**config.mk**
```make
export PLATFORM = sky130hd
export DESIGN_NAME = slc_top
export DESIGN_NICKNAME = d
export VERILOG_FILES = /design/src/common/slc_pkg.sv /design/src/logic/slc_top.sv
export SDC_FILE = /design/constraint.sdc
export NUM_CORES = 1
export LEC_CHECK = 0
export BUFFER_PORTS_ARGS = -buffer_cell sky130_fd_sc_hd__buf_4
export CAP_MARGIN = 25
export CORE_AREA = 2 2 127 129
export CTS_CLUSTER_DIAMETER = 200
export DETAILED_ROUTE_END_ITERATION = 16
export DIE_AREA = 0 0 129 131
export GPL_TIMING_DRIVEN = 0
export PLACE_DENSITY = 0.79
export SYNTH_ARGS = -nofsm -noshare
export SYNTH_HDL_FRONTEND = slang
export SYNTH_SLANG_ARGS = --single-unit
export TNS_END_PERCENT = 20
```
**constraint.sdc**
```tcl
create_clock -name aclk -period 3.1 [get_ports aclk]
set_input_delay 0.31 -clock aclk [delete_from_list [all_inputs] [get_ports aclk]]
set_output_delay 0.31 -clock aclk [all_outputs]
set_load 0.01 [all_outputs]
```
**src/common/slc_pkg.sv**
```systemverilog
// Constants for the strap latch and serial configuration block
package slc_pkg;
	localparam int CLK_MHZ = 50;
	localparam int STRAP_WIN_US = 2000;
	localparam int STRAP_WIN_CYC = STRAP_WIN_US * CLK_MHZ;
	localparam int FREQ_STEP_US = 20;
	localparam int FREQ_STEP_CYC = FREQ_STEP_US * CLK_MHZ;
	localparam int NUM_DUAL = 5;
	localparam int NUM_CFG = 8;
	localparam int SER_BYTES = 11;
	localparam int SER_HDR = 3;
	localparam logic [7:0] SER_ADDR = 8'hD2;
	localparam logic [7:0] CFG0_RST = 8'h04;
	localparam logic [7:0] CFG1_RST = 8'h00;
	localparam logic [7:0] CFGX_RST = 8'h00;
	// Byte 0 fields
	localparam int B0_SPREAD_LO = 0;
	localparam int B0_SPREAD_HI = 1;
	localparam int B0_SEL3 = 1;
	localparam int B0_SEL4 = 2;
	localparam int B0_SW_SEL = 3;
	localparam int B0_SEL0 = 4;
	localparam int B0_SEL1 = 5;
	localparam int B0_SEL2 = 6;
	// Dual pin indices
	localparam int PIN_FS0 = 0;
	localparam int PIN_FS1 = 1;
	localparam int PIN_FS2 = 2;
	localparam int PIN_FS3 = 3;
	localparam int PIN_MODE = 4;
	// Bus map
	localparam logic [3:0] REG_CTRL = 4'h0;
	localparam logic [3:0] REG_STAT = 4'h4;
	localparam logic [3:0] REG_CFG_LO = 4'h8;
	localparam logic [3:0] REG_CFG_HI = 4'hC;
	localparam int CTRL_TRISTATE = 0;
	localparam logic [31:0] CTRL_RST = 32'h0000_0000;
	localparam logic [1:0] RESP_OKAY = 2'h0;
	localparam logic [1:0] RESP_DECERR = 2'h3;
	typedef enum logic [1:0] {ST_WAIT_SUPPLY, ST_SAMPLE, ST_LATCHED, ST_RUN} slc_strap_e;
endpackage

```
**src/logic/slc_top.sv**
```systemverilog
// Strap latch, serial configuration receiver and register slave
`timescale 1ns/1ps
module slc_top #(
	parameter int STRAP_CYC = slc_pkg::STRAP_WIN_CYC,
	parameter int STEP_CYC = slc_pkg::FREQ_STEP_CYC
) (
	// Clock and power-on reset
	input wire logic aclk,
	input wire logic aresetn,
	// AXI4-Lite slave
	input wire logic [3:0] s_axi_awaddr,
	input wire logic s_axi_awvalid,
	output logic s_axi_awready,
	input wire logic [31:0] s_axi_wdata,
	input wire logic [3:0] s_axi_wstrb,
	input wire logic s_axi_wvalid,
	output logic s_axi_wready,
	output logic [1:0] s_axi_bresp,
	output logic s_axi_bvalid,
	input wire logic s_axi_bready,
	input wire logic [3:0] s_axi_araddr,
	input wire logic s_axi_arvalid,
	output logic s_axi_arready,
	output logic [31:0] s_axi_rdata,
	output logic [1:0] s_axi_rresp,
	output logic s_axi_rvalid,
	input wire logic s_axi_rready,
	// Supply detector and internal clock sources
	input wire logic supply_ok,
	input wire logic [4:0] clk_src,
	// Dual-purpose pins
	input wire logic [4:0] dual_pin_i,
	output logic [4:0] dual_pin_o,
	output logic [4:0] dual_pin_oe,
	// Serial port
	input wire logic serial_clock_pin,
	input wire logic serial_data_pin_i,
	output logic serial_data_pin_o,
	output logic serial_data_pin_oe,
	// Clock synthesis controls
	output logic [4:0] freq_sel,
	output logic spread_cpu,
	output logic spread_pci,
	output logic pin2_mode
);
	localparam int TW = $clog2(STRAP_CYC + 1);
	localparam int SW = $clog2(STEP_CYC + 1);

	// Synchronisers: stage one is read only by stage two
	logic sup_s1_ff, sup_s2_ff;
	logic [4:0] pin_s1_ff, pin_s2_ff;
	logic scl_s1_ff, scl_s2_ff, scl_d_ff;
	logic sda_s1_ff, sda_s2_ff, sda_d_ff;
	always_ff @(posedge aclk)
	begin
		if (!aresetn)
		begin
			sup_s1_ff <= 1'b0;
			sup_s2_ff <= 1'b0;
			pin_s1_ff <= 5'h00;
			pin_s2_ff <= 5'h00;
			scl_s1_ff <= 1'b1;
			scl_s2_ff <= 1'b1;
			scl_d_ff <= 1'b1;
			sda_s1_ff <= 1'b1;
			sda_s2_ff <= 1'b1;
			sda_d_ff <= 1'b1;
		end
		else
		begin
			sup_s1_ff <= supply_ok;
			sup_s2_ff <= sup_s1_ff;
			pin_s1_ff <= dual_pin_i;
			pin_s2_ff <= pin_s1_ff;
			scl_s1_ff <= serial_clock_pin;
			scl_s2_ff <= scl_s1_ff;
			scl_d_ff <= scl_s2_ff;
			sda_s1_ff <= serial_data_pin_i;
			sda_s2_ff <= sda_s1_ff;
			sda_d_ff <= sda_s2_ff;
		end
	end

	// Strap sequencing
	slc_pkg::slc_strap_e st_ff, nxt_st;
	logic [TW-1:0] tmr_ff;
	logic [4:0] strap_ff;
	wire tmr_done = (tmr_ff == TW'(STRAP_CYC - 1));
	always_comb
	begin
		nxt_st = st_ff;
		unique case (st_ff)
			slc_pkg::ST_WAIT_SUPPLY: if (sup_s2_ff) nxt_st = slc_pkg::ST_SAMPLE;
			slc_pkg::ST_SAMPLE: if (tmr_done) nxt_st = slc_pkg::ST_LATCHED;
			slc_pkg::ST_LATCHED: nxt_st = slc_pkg::ST_RUN;
			slc_pkg::ST_RUN: nxt_st = slc_pkg::ST_RUN;
		endcase
	end
	always_ff @(posedge aclk)
	begin
		if (!aresetn)
		begin
			st_ff <= slc_pkg::ST_WAIT_SUPPLY;
			tmr_ff <= '0;
			strap_ff <= 5'h00;
		end
		else
		begin
			st_ff <= nxt_st;
			if (st_ff == slc_pkg::ST_SAMPLE)
				tmr_ff <= tmr_ff + TW'(1);
			// Only latch point; reset is power-on only
			if (st_ff == slc_pkg::ST_SAMPLE && tmr_done)
				strap_ff <= pin_s2_ff;
		end
	end
	wire running = (st_ff == slc_pkg::ST_RUN);

	// Serial receiver, write-only toward the registers
	logic [3:0] bit_ff;
	logic [7:0] shf_ff;
	logic [3:0] idx_ff;
	logic act_ff, addr_ok_ff, ack_ff;
	logic [7:0] cfg_ff [slc_pkg::NUM_CFG];
	wire scl_rise = scl_s2_ff & ~scl_d_ff;
	wire scl_fall = ~scl_s2_ff & scl_d_ff;
	wire start_c = scl_s2_ff & scl_d_ff & sda_d_ff & ~sda_s2_ff;
	wire stop_c = scl_s2_ff & scl_d_ff & ~sda_d_ff & sda_s2_ff;
	wire bit_in = act_ff & scl_rise & (bit_ff < 4'd8);
	wire byte_end = bit_in & (bit_ff == 4'd7);
	wire [7:0] byte_v = {shf_ff[6:0], sda_s2_ff};
	wire is_addr = (idx_ff == 4'd0);
	wire is_data = (idx_ff >= 4'(slc_pkg::SER_HDR)) && (idx_ff < 4'(slc_pkg::SER_BYTES));
	wire [3:0] cfg_sel = idx_ff - 4'(slc_pkg::SER_HDR);
	wire addr_hit = is_addr & (byte_v == slc_pkg::SER_ADDR);
	wire cfg_we = byte_end & is_data & addr_ok_ff;
	// The shifter has moved on by the ack fall, so the address verdict is taken from its flop
	wire acked = addr_ok_ff;
	always_ff @(posedge aclk)
	begin
		if (!aresetn)
		begin
			act_ff <= 1'b0;
			bit_ff <= 4'h0;
			shf_ff <= 8'h00;
			idx_ff <= 4'h0;
			addr_ok_ff <= 1'b0;
		end
		else if (start_c)
		begin
			act_ff <= 1'b1;
			bit_ff <= 4'h0;
			idx_ff <= 4'h0;
			addr_ok_ff <= 1'b0;
		end
		else if (stop_c)
			act_ff <= 1'b0;
		else if (act_ff && scl_rise)
		begin
			if (bit_ff == 4'd8)
			begin
				// The ninth (acknowledge) clock of every byte only advances the count
				bit_ff <= 4'h0;
				if (idx_ff != 4'hF)
					idx_ff <= idx_ff + 4'h1;
			end
			else
			begin
				bit_ff <= bit_ff + 4'h1;
				shf_ff <= byte_v;
				if (byte_end && is_addr)
					addr_ok_ff <= addr_hit;
			end
		end
	end

	// Acknowledge is the only drive on the data pin; data never goes back
	always_ff @(posedge aclk)
	begin
		if (!aresetn)
			ack_ff <= 1'b0;
		else if (start_c || stop_c)
			ack_ff <= 1'b0;
		else if (scl_fall)
			ack_ff <= act_ff && bit_ff == 4'd8 && acked && !ack_ff;
	end
	assign serial_data_pin_o = 1'b0;
	assign serial_data_pin_oe = ack_ff;

	// Control bytes
	genvar gi;
	for (gi = 0; gi < slc_pkg::NUM_CFG; gi++)
	begin : g_cfg
		localparam logic [7:0] RV = (gi == 0) ? slc_pkg::CFG0_RST :
			(gi == 1) ? slc_pkg::CFG1_RST : slc_pkg::CFGX_RST;
		always_ff @(posedge aclk)
		begin
			if (!aresetn)
				cfg_ff[gi] <= RV;
			else if (cfg_we && cfg_sel == 4'(gi))
				cfg_ff[gi] <= byte_v;
		end
	end

	// Frequency target and gradual step
	wire [7:0] b0 = cfg_ff[0];
	wire [4:0] hw_sel = {1'b0, strap_ff[slc_pkg::PIN_FS3:slc_pkg::PIN_FS0]};
	wire [4:0] sw_sel = {b0[slc_pkg::B0_SEL4], b0[slc_pkg::B0_SEL3], b0[slc_pkg::B0_SEL2],
		b0[slc_pkg::B0_SEL1], b0[slc_pkg::B0_SEL0]};
	wire [4:0] tgt_sel = b0[slc_pkg::B0_SW_SEL] ? sw_sel : hw_sel;
	wire spread_on = b0[slc_pkg::B0_SPREAD_HI] | b0[slc_pkg::B0_SPREAD_LO];
	logic [SW-1:0] stp_ff;
	wire stp_tick = (stp_ff == SW'(STEP_CYC - 1));
	logic [4:0] nxt_freq;
	always_comb
	begin
		nxt_freq = freq_sel;
		if (st_ff == slc_pkg::ST_LATCHED)
			nxt_freq = hw_sel;
		else if (running && stp_tick && freq_sel < tgt_sel)
			nxt_freq = freq_sel + 5'h01;
		else if (running && stp_tick && freq_sel > tgt_sel)
			nxt_freq = freq_sel - 5'h01;
	end
	always_ff @(posedge aclk)
	begin
		if (!aresetn)
		begin
			stp_ff <= '0;
			freq_sel <= 5'h00;
			spread_cpu <= 1'b0;
			spread_pci <= 1'b0;
			pin2_mode <= 1'b0;
		end
		else
		begin
			stp_ff <= stp_tick ? '0 : stp_ff + SW'(1);
			freq_sel <= nxt_freq;
			spread_cpu <= running & spread_on;
			spread_pci <= running & spread_on;
			pin2_mode <= strap_ff[slc_pkg::PIN_MODE];
		end
	end

	// Bus control register
	logic [31:0] ctrl_ff;
	wire tri_on = ctrl_ff[slc_pkg::CTRL_TRISTATE];
	wire [4:0] out_en = ~cfg_ff[1][4:0];

	// Dual pin drivers
	always_ff @(posedge aclk)
	begin
		if (!aresetn)
		begin
			dual_pin_oe <= 5'h00;
			dual_pin_o <= 5'h00;
		end
		else
		begin
			// Buffers open two cycles after the latch; a runt edge is tolerated
			dual_pin_oe <= {5{running & ~tri_on}};
			dual_pin_o <= clk_src & out_en;
		end
	end

	// AXI4-Lite write side: address and data taken in either order
	logic aw_h_ff, w_h_ff;
	logic [3:0] awa_ff;
	logic [31:0] wd_ff;
	logic [3:0] ws_ff;
	wire wr_go = aw_h_ff & w_h_ff & ~s_axi_bvalid;
	wire wr_hit = (awa_ff[3:2] == slc_pkg::REG_CTRL[3:2]) && (awa_ff[1:0] == 2'b00);
	logic [31:0] nxt_ctrl;
	always_comb
	begin
		nxt_ctrl = ctrl_ff;
		for (int b = 0; b < 4; b++)
			if (ws_ff[b])
				nxt_ctrl[8*b +: 8] = wd_ff[8*b +: 8];
	end
	always_ff @(posedge aclk)
	begin
		if (!aresetn)
		begin
			aw_h_ff <= 1'b0;
			w_h_ff <= 1'b0;
			awa_ff <= 4'h0;
			wd_ff <= 32'h0000_0000;
			ws_ff <= 4'h0;
			s_axi_awready <= 1'b0;
			s_axi_wready <= 1'b0;
			s_axi_bvalid <= 1'b0;
			s_axi_bresp <= slc_pkg::RESP_OKAY;
			ctrl_ff <= slc_pkg::CTRL_RST;
		end
		else
		begin
			s_axi_awready <= ~aw_h_ff & ~s_axi_awready & s_axi_awvalid;
			s_axi_wready <= ~w_h_ff & ~s_axi_wready & s_axi_wvalid;
			if (s_axi_awvalid && s_axi_awready)
			begin
				aw_h_ff <= 1'b1;
				awa_ff <= s_axi_awaddr;
			end
			if (s_axi_wvalid && s_axi_wready)
			begin
				w_h_ff <= 1'b1;
				wd_ff <= s_axi_wdata;
				ws_ff <= s_axi_wstrb;
			end
			if (wr_go)
			begin
				aw_h_ff <= 1'b0;
				w_h_ff <= 1'b0;
				s_axi_bvalid <= 1'b1;
				s_axi_bresp <= wr_hit ? slc_pkg::RESP_OKAY : slc_pkg::RESP_DECERR;
				if (wr_hit)
					ctrl_ff <= nxt_ctrl & 32'h0000_0001;
			end
			else if (s_axi_bready)
				s_axi_bvalid <= 1'b0;
		end
	end

	// AXI4-Lite read side
	wire [31:0] stat_w = {16'h0000, 3'h0, freq_sel, 1'b0, strap_ff, st_ff};
	wire [31:0] cfg_lo = {cfg_ff[3], cfg_ff[2], cfg_ff[1], cfg_ff[0]};
	wire [31:0] cfg_hi = {cfg_ff[7], cfg_ff[6], cfg_ff[5], cfg_ff[4]};
	wire [31:0] rd_mux = (s_axi_araddr == slc_pkg::REG_CTRL) ? ctrl_ff :
		(s_axi_araddr == slc_pkg::REG_STAT) ? stat_w :
		(s_axi_araddr == slc_pkg::REG_CFG_LO) ? cfg_lo :
		(s_axi_araddr == slc_pkg::REG_CFG_HI) ? cfg_hi : 32'h0000_0000;
	wire rd_ok = (s_axi_araddr[1:0] == 2'b00);
	always_ff @(posedge aclk)
	begin
		if (!aresetn)
		begin
			s_axi_arready <= 1'b0;
			s_axi_rvalid <= 1'b0;
			s_axi_rdata <= 32'h0000_0000;
			s_axi_rresp <= slc_pkg::RESP_OKAY;
		end
		else
		begin
			s_axi_arready <= ~s_axi_arready & ~s_axi_rvalid & s_axi_arvalid;
			if (s_axi_arvalid && s_axi_arready)
			begin
				s_axi_rvalid <= 1'b1;
				s_axi_rdata <= rd_mux;
				s_axi_rresp <= rd_ok ? slc_pkg::RESP_OKAY : slc_pkg::RESP_DECERR;
			end
			else if (s_axi_rready)
				s_axi_rvalid <= 1'b0;
		end
	end

	// Checks
	property p_hold_tristate;
		@(posedge aclk) disable iff (!aresetn)
		(st_ff != slc_pkg::ST_RUN) |=> (dual_pin_oe == 5'h00);
	endproperty
	a_hold_tristate: assert property (p_hold_tristate) else $error("pins driven early");
	property p_latch_then_enable;
		@(posedge aclk) disable iff (!aresetn)
		$rose(dual_pin_oe[0])
			|-> ($past(st_ff) == slc_pkg::ST_RUN) && ($past(st_ff, 2) != slc_pkg::ST_SAMPLE);
	endproperty
	a_latch_then_enable: assert property (p_latch_then_enable) else $error("enable before latch");
	property p_timer_start;
		@(posedge aclk) disable iff (!aresetn)
		(st_ff == slc_pkg::ST_WAIT_SUPPLY && sup_s2_ff) |=> (st_ff == slc_pkg::ST_SAMPLE && tmr_ff == '0);
	endproperty
	a_timer_start: assert property (p_timer_start) else $error("timer did not start");
	property p_straps_stable;
		@(posedge aclk) disable iff (!aresetn)
		(st_ff == slc_pkg::ST_RUN) |=> $stable(strap_ff);
	endproperty
	a_straps_stable: assert property (p_straps_stable) else $error("strap changed");
	property p_latch_level;
		@(posedge aclk) disable iff (!aresetn)
		(st_ff == slc_pkg::ST_SAMPLE && tmr_done) |=> (strap_ff == $past(pin_s2_ff));
	endproperty
	a_latch_level: assert property (p_latch_level) else $error("strap level wrong");
	property p_spread_gate;
		@(posedge aclk) disable iff (!aresetn)
		spread_cpu |-> ($past(running) && spread_pci);
	endproperty
	a_spread_gate: assert property (p_spread_gate) else $error("spread outside run");
	property p_bad_addr;
		@(posedge aclk) disable iff (!aresetn)
		(act_ff && !is_addr && !addr_ok_ff) |=> $stable(cfg_lo) && $stable(cfg_hi);
	endproperty
	a_bad_addr: assert property (p_bad_addr) else $error("foreign write landed");
	property p_disable_low;
		@(posedge aclk) disable iff (!aresetn)
		!out_en[0] |=> !dual_pin_o[0];
	endproperty
	a_disable_low: assert property (p_disable_low) else $error("disabled pin toggles");
	property p_step;
		@(posedge aclk) disable iff (!aresetn)
		running && $past(running) && freq_sel != $past(freq_sel)
			|-> (freq_sel - $past(freq_sel) == 5'h01) || ($past(freq_sel) - freq_sel == 5'h01);
	endproperty
	a_step: assert property (p_step) else $error("frequency jumped");
	property p_tristate;
		@(posedge aclk) disable iff (!aresetn)
		tri_on |=> (dual_pin_oe == 5'h00);
	endproperty
	a_tristate: assert property (p_tristate) else $error("three-state ignored");
endmodule // slc_top

```
# == Word-level counts from Yosys, hierarchy flattened ==
# Memories as Yosys holds them, arrays and structs flattened.
# Cells that the tools add are included.
# op_classes
add_sub_neg,7
magnitude_cmp,5
eq_ne,21
muxes,53
bitwise_logic,50
n_reduce_logical,48
# op_table
op,n
2-to-1 mux 32 bit,4
2-to-1 mux 8 bit,8
2-to-1 mux 1 bit,31
"== test 4 x 3 -> 1 bit, second input constant",6
bitwise AND 1 bit,23
logical AND 1 bit,22
"adder 17 x 1 -> 17 bit, second input constant",1
"== test 17 bit, second input constant",1
NOT 1 bit,16
2-to-1 mux 5 bit,3
"== test 4 bit, second input constant",3
zero test 4 bit,3
AND reduction 4 bit,3
OR reduction 2 bit,6
"adder 10 x 1 -> 10 bit, second input constant",1
"== test 10 bit, second input constant",1
bitwise OR 1 bit,9
"adder 4 x 1 -> 4 bit, second input constant",2
"== test 4 x 2 -> 1 bit, second input constant",2
"== test 8 bit, second input constant",1
zero test 2 bit,4
"less-than comparator 4 bit, second input constant",2
2-to-1 mux 2 bit,4
2-to-1 mux 4 bit,2
20 further kinds,26
# totals
reg_bits,133
ramBits,64
inputBits,64
output_inout_bits,61
memories,1
# memory_table
name,words,width,read_ports,rd_ports_with_merged_regs,write_ports,line,rtl
cfg_ff,8,8,8,0,8,slc_top.sv:124,logic [7:0] cfg_ff [slc_pkg::NUM_CFG];

# == Longest topological paths before layout ==
# Gate-level depths: netlist (run 1).
# logic_depth
depth_word,12
mapped_depth,13
depth_no_buf,12

# == Worst setup path before layout (run 1) ==
# OpenSTA, ideal clock, no wires.
# synth_path
path_type,flip-flop to flip-flop
start,reg idx_ff[0]
end,mem cfg_ff[0][0] (enable)
setup_time_ns,0.384
arrival_time_ns,2.387
required_ns,2.716
setup_slack_ns,0.329
stages_incl_launch_ff,8
period_less_slack_ns,2.771
path_cell_list,dfxtp_1 ha_1 buf_2 or3b_1 a2111oi_4 nand2_1 clkbuf_1 o21ai_0
# synth_lines
element,line,rtl
start: declaration,slc_top.sv:122,logic [3:0] idx_ff;
start signal: assignment,slc_top.sv:165,idx_ff <= idx_ff + 4'h1;
end: declaration,slc_top.sv:124,

# == Final worst setup path (run 1) ==
# layout_path
start,reg st_ff[0]
end,reg freq_sel[4]
# layout_between
elab_chain_len,4
# layout_lines
element,line,rtl
start: declaration,slc_top.sv:85,"slc_pkg::slc_strap_e st_ff, nxt_st;"
start signal: assignment,slc_top.sv:103,st_ff <= slc_pkg::ST_WAIT_SUPPLY;
start signal: assignment,slc_top.sv:109,st_ff <= nxt_st;
== test 2 bit,slc_top.sv:117,wire running = (st_ff == slc_pkg::ST_RUN);
logical AND 1 bit,"slc_top.sv:220, slc_top.sv:222",
"logical AND 1 bit, on equally long branches","slc_top.sv:220, slc_top.sv:222",
2-to-1 mux 5 bit / nonzero test 2 bit (equally long branches),n/a,
end signal: assignment,slc_top.sv:238,freq_sel <= nxt_freq;
end: declaration,slc_top.sv:41,"output logic [4:0] freq_sel,"
# Parallel ways exist; a longest one is shown, timed or not.
# A chain may end at the register's enable or synchronous reset.

==> metrics.md, run 1 <==
| Metric | Value |
|---|---|
| Status | finished, final reports clean |
| Min-Delay Path Class | input pin to register |
| VDD IR-drop max | 0.416 mV |
| Row count | 46 |
| Rel. slew slack | 46.0% |
| Yosys warning total | 0 |
| Antenna violation net count after detailed routing | 0 |
| Yosys cell types | 58 |
| Total grt overflow | 0 |
| DRC Markers | 0 |
| Initial antenna violation count | 0 |
| Total core area | 0.0156 sq mm |
| Synth-to-Final Area Change | 18.7% |
| Worst R2R End | freq_sel[4]$_SDFFE_PP0P_ |
| RSZ-0062 raised after global routing | yes |
| Main synth FF type | dfxtp_1 |
| Clock slew at reported path FFs | 70 ps |
| Crit path max fanout | 10 |
| Diode count | 0 |
| CTS Buffer Depth | 2 |
| Vias in the first global route | 5907 |
| Setup WS post-layout | 144 ps |
| Worst EP required | 3470 ps |
| CTS Sinks | 195 |
| Fin Clk Skew | 7.89 ps |
| Global-route wire length before repair | 29.9 mm |
| Layout cell share with drive strength beyond 1 | 15.9% |
| Gpl congestion | 0.869 |
| Setup slack, reg-to-reg | 140 ps |
| GRT Overall Usage | 23.2% |
| CP Launch Type | register |
| Actual slew at the worst max-slew pin | 802 ps |
| Most common cell in the netlist | dfxtp_1 |
| Clock root cell | clkbuf_16 |
| Setup TNS | 0 ps |
| Async SR Flop Fraction | 0% |
| Worst Setup EP | freq_sel[4]$_SDFFE_PP0P_ |
| Clock Latency Late Sink | 440 ps |
| H-tree levels | 4 |
| Routed WL | 19.2 mm |
| CTS tree | built |
| Pre-CTS setup slack | -179 ps |
| Mapped cell area | 0.00834 sq mm |
| Crit Path Category | register to register |
| Initial Utilization | 53.5% |
| # setup viols final | 0 |
| Final Hold Viols | 0 |
| Dominant cell type by area after synthesis | dfxtp_1 |
| Clk network pwr share | 42.7% |
| Post-Synthesis Cells | 847 |
| First drt pass iteration count | 5 |
| Fmax | 0.338 GHz |
| Vias/cell | 5.52 |
| Power Dens Cells | 513 mW/mm^2 |
| Fin crit share | 95.4% |
| Crit. End Element | register |
| DR iter-0 viols | 696 |
| Seq pwr share | 53.3% |
| Worst setup startpoint | st_ff[0]$_SDFFE_PN0P_ |
| Total number of vias | 6552 |
| Max Cap Viol | 0 |
| Post-synthesis sequential area ratio | 54.5% |
| R2r startpoint | st_ff[0]$_SDFFE_PN0P_ |
| Top cells by area, synth | dfxtp_1 (31%), edfxtp_1 (23%), nand2_1 (4.6%) |
| Logic pwr share | 4.1% |
| Hold path start | serial_clock_pin |
| Syn Nets | 931 |
| Post-synth EDFFs | 64 |
| Depth of the most critical reg-to-reg path | 10 |
| DP HPWL | 13.5 mm |
| Horiz. Die Dim | 129 um |
| TritonCTS Buffers | 17 |
| Die H | 131 um |
| Num ports | 125 |
| Tmin final | 2960 ps |
| NetSw | 1.16 mW |
| Slew Limit Fails | 0 |
| Lkg Pwr | 3.77 nW |
| Internal power | 3.92 mW |
| Switching part of the total | 22.8% |
| Avg WL per Cell | 16.2 um |
| Share of the synthesized area in the top cell type | 31.5% |
| Mean Syn Cell Area | 9.84 sq um |
| Commonest cells in the netlist | dfxtp_1 (131), nand2_1 (102), nor2_1 (65), edfxtp_1 (64), and2_1 (61) |
| Count of state elements after synthesis | 195 |
| Die area | 0.0169 sq mm |
| WP data arrival | 3330 ps |
| Pin count of the biggest net entering global routing | 19 |
| Nets | 1043 |
| # port buffers | 88 |
cells in the final DEF, fill, tap and decap left out, drive strengths merged, types with 3 or more instances in the layout:
| master | Yosys | final |
|---|---|---|
| inv | 15 | 22 |
| nor2 | 65 | 65 |
| or3b | 5 | 5 |
| nand4 | 6 | 6 |
| buf | 19 | 113 |
| or2 | 4 | 4 |
| xnor2 | 15 | 15 |
| dfxtp | 131 | 131 |
| a21boi | 15 | 15 |
| nor2b | 14 | 14 |
| a21oi | 28 | 28 |
| ha | 19 | 19 |
| and3 | 5 | 5 |
| mux2i | 13 | 13 |
| nor3 | 45 | 45 |
| a22oi | 22 | 22 |
| nand3 | 26 | 26 |
| nand2b | 10 | 10 |
| nand2 | 102 | 102 |
| edfxtp | 64 | 64 |
| xor2 | 12 | 12 |
| or4 | 3 | 3 |
| clkinv | 6 | 10 |
| clkbuf | 32 | 50 |
| a22o | 11 | 11 |
| nand4b | 3 | 3 |
| o21ai | 53 | 53 |
| nor4 | 7 | 7 |
| and2 | 61 | 61 |
| nand3b | 5 | 5 |
critical path, stage by stage (launching register included):
cell and delay [ps]:
dfxtp_1 310, clkbuf_1 360, nand2_1 170, or4_1 580, or2_2 380, ha_1 350, a21oi_1 180, nand2_1 100
nand4b_1 170, o21ai_0 110, mux2i_1 190
registers in the layout, summed over array words and instances (netlist names), 2 cells and up:
signal / cells
pin_s1_ff: 5
st_ff: 2
stp_ff: 10
dual_pin_o: 5
idx_ff: 4
freq_sel: 5
awa_ff: 4
pin_s2_ff: 5
cfg_ff: 64
bit_ff: 4
strap_ff: 5
s_axi_rdata: 32
shf_ff: 7
tmr_ff: 17
cells by family (layout without fill, tap and decap cells):
logic type	Yosys count	after routing	share of synthesized area, %
other	1	1	0.0450
xor gates and xnor gates	27	27	2.84
and+or+nand+nor	371	371	22.5
AOI/OAI and AO/OA	145	145	11.2
buffers and inverters	72	197	3.78
adders and majority gates	20	20	3.09
muxes	16	16	2.10
DFF	195	195	54.5
power by group through the flow:
stage / logic [mW] / registers (mW) / clock network (mW)
after global placement: 0.196 / 2.76 / 0
final: 0.206 / 2.71 / 2.17
after floorplan: 0.106 / 2.76 / 0
after global routing: 0.225 / 2.71 / 2.28
after detailed placement: 0.202 / 2.76 / 0
after CTS: 0.204 / 2.71 / 2.18
per-layer routing:
metal	wire length, um	GRT usage [%]	vias to the layer above
li1	-	-	3175
met1	7890	29.8	3092
met2	9260	38.7	250
met3	1560	5.01	35
met4	518	8.95	0
met5	0	0	-
per-stage QoR:
stage / instances / util (%) / hold slack [ps] / power [mW] / area (sq um)
after detailed placement: 1155 / 59.6 / 394 / 2.97 / 9290
after global routing: 1188 / 63.5 / 51.0 / 5.22 / 9900
final: 1188 / 63.5 / 57.1 / 5.08 / 9900
after global placement: 1151 / 59.4 / 389 / 2.96 / 9270
after floorplan: 847 / - / 386 / 2.87 / 8340
after CTS: 1187 / 63.3 / 46.2 / 5.09 / 9870
timing repair:
action,in CTS,in global routing
setup endpoints to repair,36,44
setup buffers,0,1
hold buffers,0,0
resized for setup,5,6
endpoints found under the hold margin,0,0
layout make-up:
type / count / area, sq um
fillers: 1259 / 5700
flip-flops and latches: 195 / 4540
multi-input cells: 580 / 3500
repair buffers: 94 / 696
clock buffers: 19 / 443
well taps: 216 / 270
plain buffers: 50 / 233
clock inverters: 13 / 139
inverters: 21 / 78.8
how the worst min path moves through the flow:
stage / end / slack (ps) / cells past startpoint
final: scl_s1_ff$_SDFF_PN1_ / 60 / 2
after global routing: sda_s1_ff$_SDFF_PN1_ / 50 / 2
after CTS: sda_s1_ff$_SDFF_PN1_ / 50 / 2
after detailed placement: sda_s2_ff$_SDFF_PN1_ / 390 / 1
after global placement: scl_s2_ff$_SDFF_PN1_ / 390 / 1
after floorplan: scl_s2_ff$_SDFF_PN1_ / 390 / 1
Note: power is estimated with default switching activity, not from simulation.
==> inputs of run 2 (changes only) <==
--- a/config.mk
+++ b/config.mk
@@ -7,10 +7,10 @@
 export LEC_CHECK = 0
 export BUFFER_PORTS_ARGS = -buffer_cell sky130_fd_sc_hd__buf_4
 export CAP_MARGIN = 25
-export CORE_AREA = 2 2 127 129
+export CORE_AREA = 2 2 121 135
 export CTS_CLUSTER_DIAMETER = 200
 export DETAILED_ROUTE_END_ITERATION = 16
-export DIE_AREA = 0 0 129 131
+export DIE_AREA = 0 0 123 137
 export GPL_TIMING_DRIVEN = 0
 export PLACE_DENSITY = 0.79
 export SYNTH_ARGS = -nofsm -noshare
==> run 2 against run 1 <==
Compared with the run above: die area down 0.28%; final area down 0.10%; count of clock-buffer cells in the layout down 2; critical endpoint is now cfg_ff[1][23]$_SDFFCE_PN0P_; total power up 1.7%; highest routed layer unchanged.
==> metrics.md, run 2 (same netlist as run 1, synthesis figures left out) <==
| Metric | Value |
|---|---|
| Status | finished, final reports clean |
| Synth-to-Final Area Change | 18.6% |
| DR iter-0 viols | 556 (-20%) |
| Actual slew at the worst max-slew pin | 822 ps (+19.7 ps) |
| Rel. slew slack | 44.8% (-1.2 points) |
| Total grt overflow | 0 (unchanged) |
| H-tree levels | 4 (unchanged) |
| WP data arrival | 3000 ps (-330 ps) |
| Antenna violation net count after detailed routing | 0 (unchanged) |
| Die H | 137 um (+4.6%) |
| Fill cell count | 1238 (-1.7%) |
| Worst EP required | 3170 ps (-300 ps) |
| Global-route wire length before repair | 30.5 mm (+1.8%) |
| Slowest CP cell | o21ai_1 |
| Diode count | 0 (unchanged) |
| DP HPWL | 13.6 mm (+0.30%) |
| Clock Latency Late Sink | 440 ps (about the same) |
| Max stage delay on crit path | 620 ps (+40 ps) |
| Largest Register | cfg_ff |
| # setup viols final | 0 (unchanged) |
| Worst R2R End | cfg_ff[1][23]$_SDFFCE_PN0P_ |
| Crit path max fanout | 10 (unchanged) |
| Clock slew at reported path FFs | 70 ps (about the same) |
| Crit path cell chain | ha_1, buf_2, or3b_1, a2111oi_4, nand2_1, clkbuf_1, o21ai_1 |
| CTS Sinks | 195 (unchanged) |
| Die area | 0.0169 sq mm (-0.28%) |
| CTS tree | built |
| Total number of vias | 6478 (-1.1%) |
| CTS Buffer Depth | 2 (unchanged) |
| Tmin final | 2930 ps (-28.1 ps) |
| Final Hold Viols | 0 (unchanged) |
| DRC Markers | 0 (unchanged) |
| Crit. End Element | register |
| Delay-heaviest family, CP | compound AO/OA/AOI/OAI gates |
| Slew Limit Fails | 0 (unchanged) |
| Fin Clk Skew | 6.86 ps (-1.03 ps) |
| Vias in the first global route | 6152 (+4.1%) |
| First drt pass iteration count | 5 (unchanged) |
| Most common cell after layout, fill and taps aside | dfxtp_1 |
| Num ports | 125 (unchanged) |
| Hold slack | 50.0 ps (-7.12 ps) |
| Layout cell share with drive strength beyond 1 | 15.8% (-0.17 points) |
| RSZ-0062 raised after global routing | yes |
| Hold path start | serial_data_pin_i |
| Vias/cell | 5.54 (+0.39%) |
| Pin count of the biggest net entering global routing | 18 (-1) |
| Power Dens Cells | 522 mW/mm^2 (+1.8%) |
| Setup slack, reg-to-reg | 170 ps (+30 ps) |
| Routed WL | 19.2 mm (-0.40%) |
| Min-Delay Path Class | input pin to register |
| CP Launch Type | register |
| Fmax | 0.341 GHz (+0.96%) |
| WP depth | 7 (-3) |
| Max FFs per register | 64 (unchanged) |
| Commonest non-fill, non-tap cells in the layout | dfxtp_1 (131), nand2_1 (102), buf_4 (97) |
| Row count | 48 (+4.3%) |
| Total core area | 0.0155 sq mm (-0.66%) |
| Fin crit share | 94.5% (-0.91 points) |
| Depth of the most critical reg-to-reg path | 7 (-3) |
| VDD IR-drop max | 0.431 mV (+3.4%) |
| Initial antenna violation count | 0 (unchanged) |
| Final Power | 5.16 mW (+1.7%) |
| Crit Path Category | register to register |
| Hold depth | 2 (unchanged) |
| CTS hold repair buffers | 0 (unchanged) |
| Horiz. Die Dim | 123 um (-4.7%) |
| Gpl congestion | 0.845 (-2.8%) |
| # port buffers | 88 (unchanged) |
| Bufs and invs on worst path | 2 (+1) |
| TritonCTS Buffers | 17 (unchanged) |
| Initial Utilization | 53.8% (+0.35 points) |
| GRT Overall Usage | 23.7% (+0.48 points) |
| Hold EP | sda_s1_ff$_SDFF_PN1_ |
| Avg WL per Cell | 16.4 um (+1.1%) |
| Post-CTS Setup Bufs | 0 (unchanged) |
| Largest registers | cfg_ff: 64 flops, s_axi_rdata: 32 flops, tmr_ff: 17 flops |
| Max Cap Viol | 0 (unchanged) |
| R2r startpoint | idx_ff[0]$_SDFFE_PP0P_ |
| Nets | 1041 (-0.19%) |
| Clock root cell | clkbuf_16 |
| Lkg Pwr | 3.77 nW (about the same) |
## run 2: timing repair
item,in CTS,in global routing
hold endpoints to repair,0,0
cloned,0,0
setup endpoints to repair,44,57
resized for setup,6,9
## run 2: worst register-to-register path: stages, from the launching register on
cell	delay, ps
dfxtp_1	380
ha_1	220
buf_2	170
or3b_1	410
a2111oi_4	410
nand2_1	110
clkbuf_1	240
o21ai_1	620
## run 2: final cells by class
cell class	count	area (sq um)	area share, %
Tap cell	200	250	2.53
Timing Repair Buffer	92	683	6.91
Clock buffer	17	425	4.30
Clock inverter	15	179	1.81
Inverter	21	78.8	0.797
Sequential cell	195	4540	45.9
Buffer	50	234	2.37
Multi-Input combinational cell	580	3500	35.3
## run 2: how the worst max path moves through the flow
| stage | start | endpoint | slack, ps |
|---|---|---|---|
| after floorplan | idx_ff[0]$_SDFFE_PP0P_ | cfg_ff[0][0]$_SDFFCE_PN0P_ | 330 |
| after global placement | idx_ff[0]$_SDFFE_PP0P_ | cfg_ff[1][29]$_SDFFCE_PN0P_ | -200 |
| after detailed placement | idx_ff[0]$_SDFFE_PP0P_ | cfg_ff[1][9]$_SDFFCE_PN0P_ | -160 |
| after CTS | idx_ff[0]$_SDFFE_PP0P_ | cfg_ff[0][27]$_SDFFCE_PN0P_ | 20 |
| after global routing | idx_ff[1]$_SDFFE_PP0P_ | cfg_ff[1][23]$_SDFFCE_PN0P_ | -10 |
| final | idx_ff[0]$_SDFFE_PP0P_ | cfg_ff[1][23]$_SDFFCE_PN0P_ | 170 |
## run 2: layer usage
metal  track usage (%)  wire length [um]  up-vias
met2              39.3              9250      233
li1                  -                 -     3169
met5                 0                 0        -
met3              4.13              1340       36
met1              30.6              8120     3040
met4              9.47               435        0
## run 2: report_power, final
part           internal, mW  total [mW]  switching (mW)
Combinational        0.0821       0.206           0.124
Clock                  1.27        2.25           0.975
Sequential             2.68        2.71          0.0267
## run 2: metrics by stage
| stage | TNS [ps] | instances | worst slack, ps | cell area (sq um) | util [%] |
|---|---|---|---|---|---|
| after floorplan | 0 | 847 | 329 | 8340 | - |
| after global placement | -6460 | 1135 | -198 | 9250 | 59.7 |
| after detailed placement | -4470 | 1138 | -159 | 9270 | 59.8 |
| after CTS | 0 | 1170 | 19.1 | 9870 | 63.7 |
| after global routing | -148 | 1170 | -12.0 | 9890 | 63.8 |
| final | 0 | 1170 | 172 | 9890 | 63.8 |
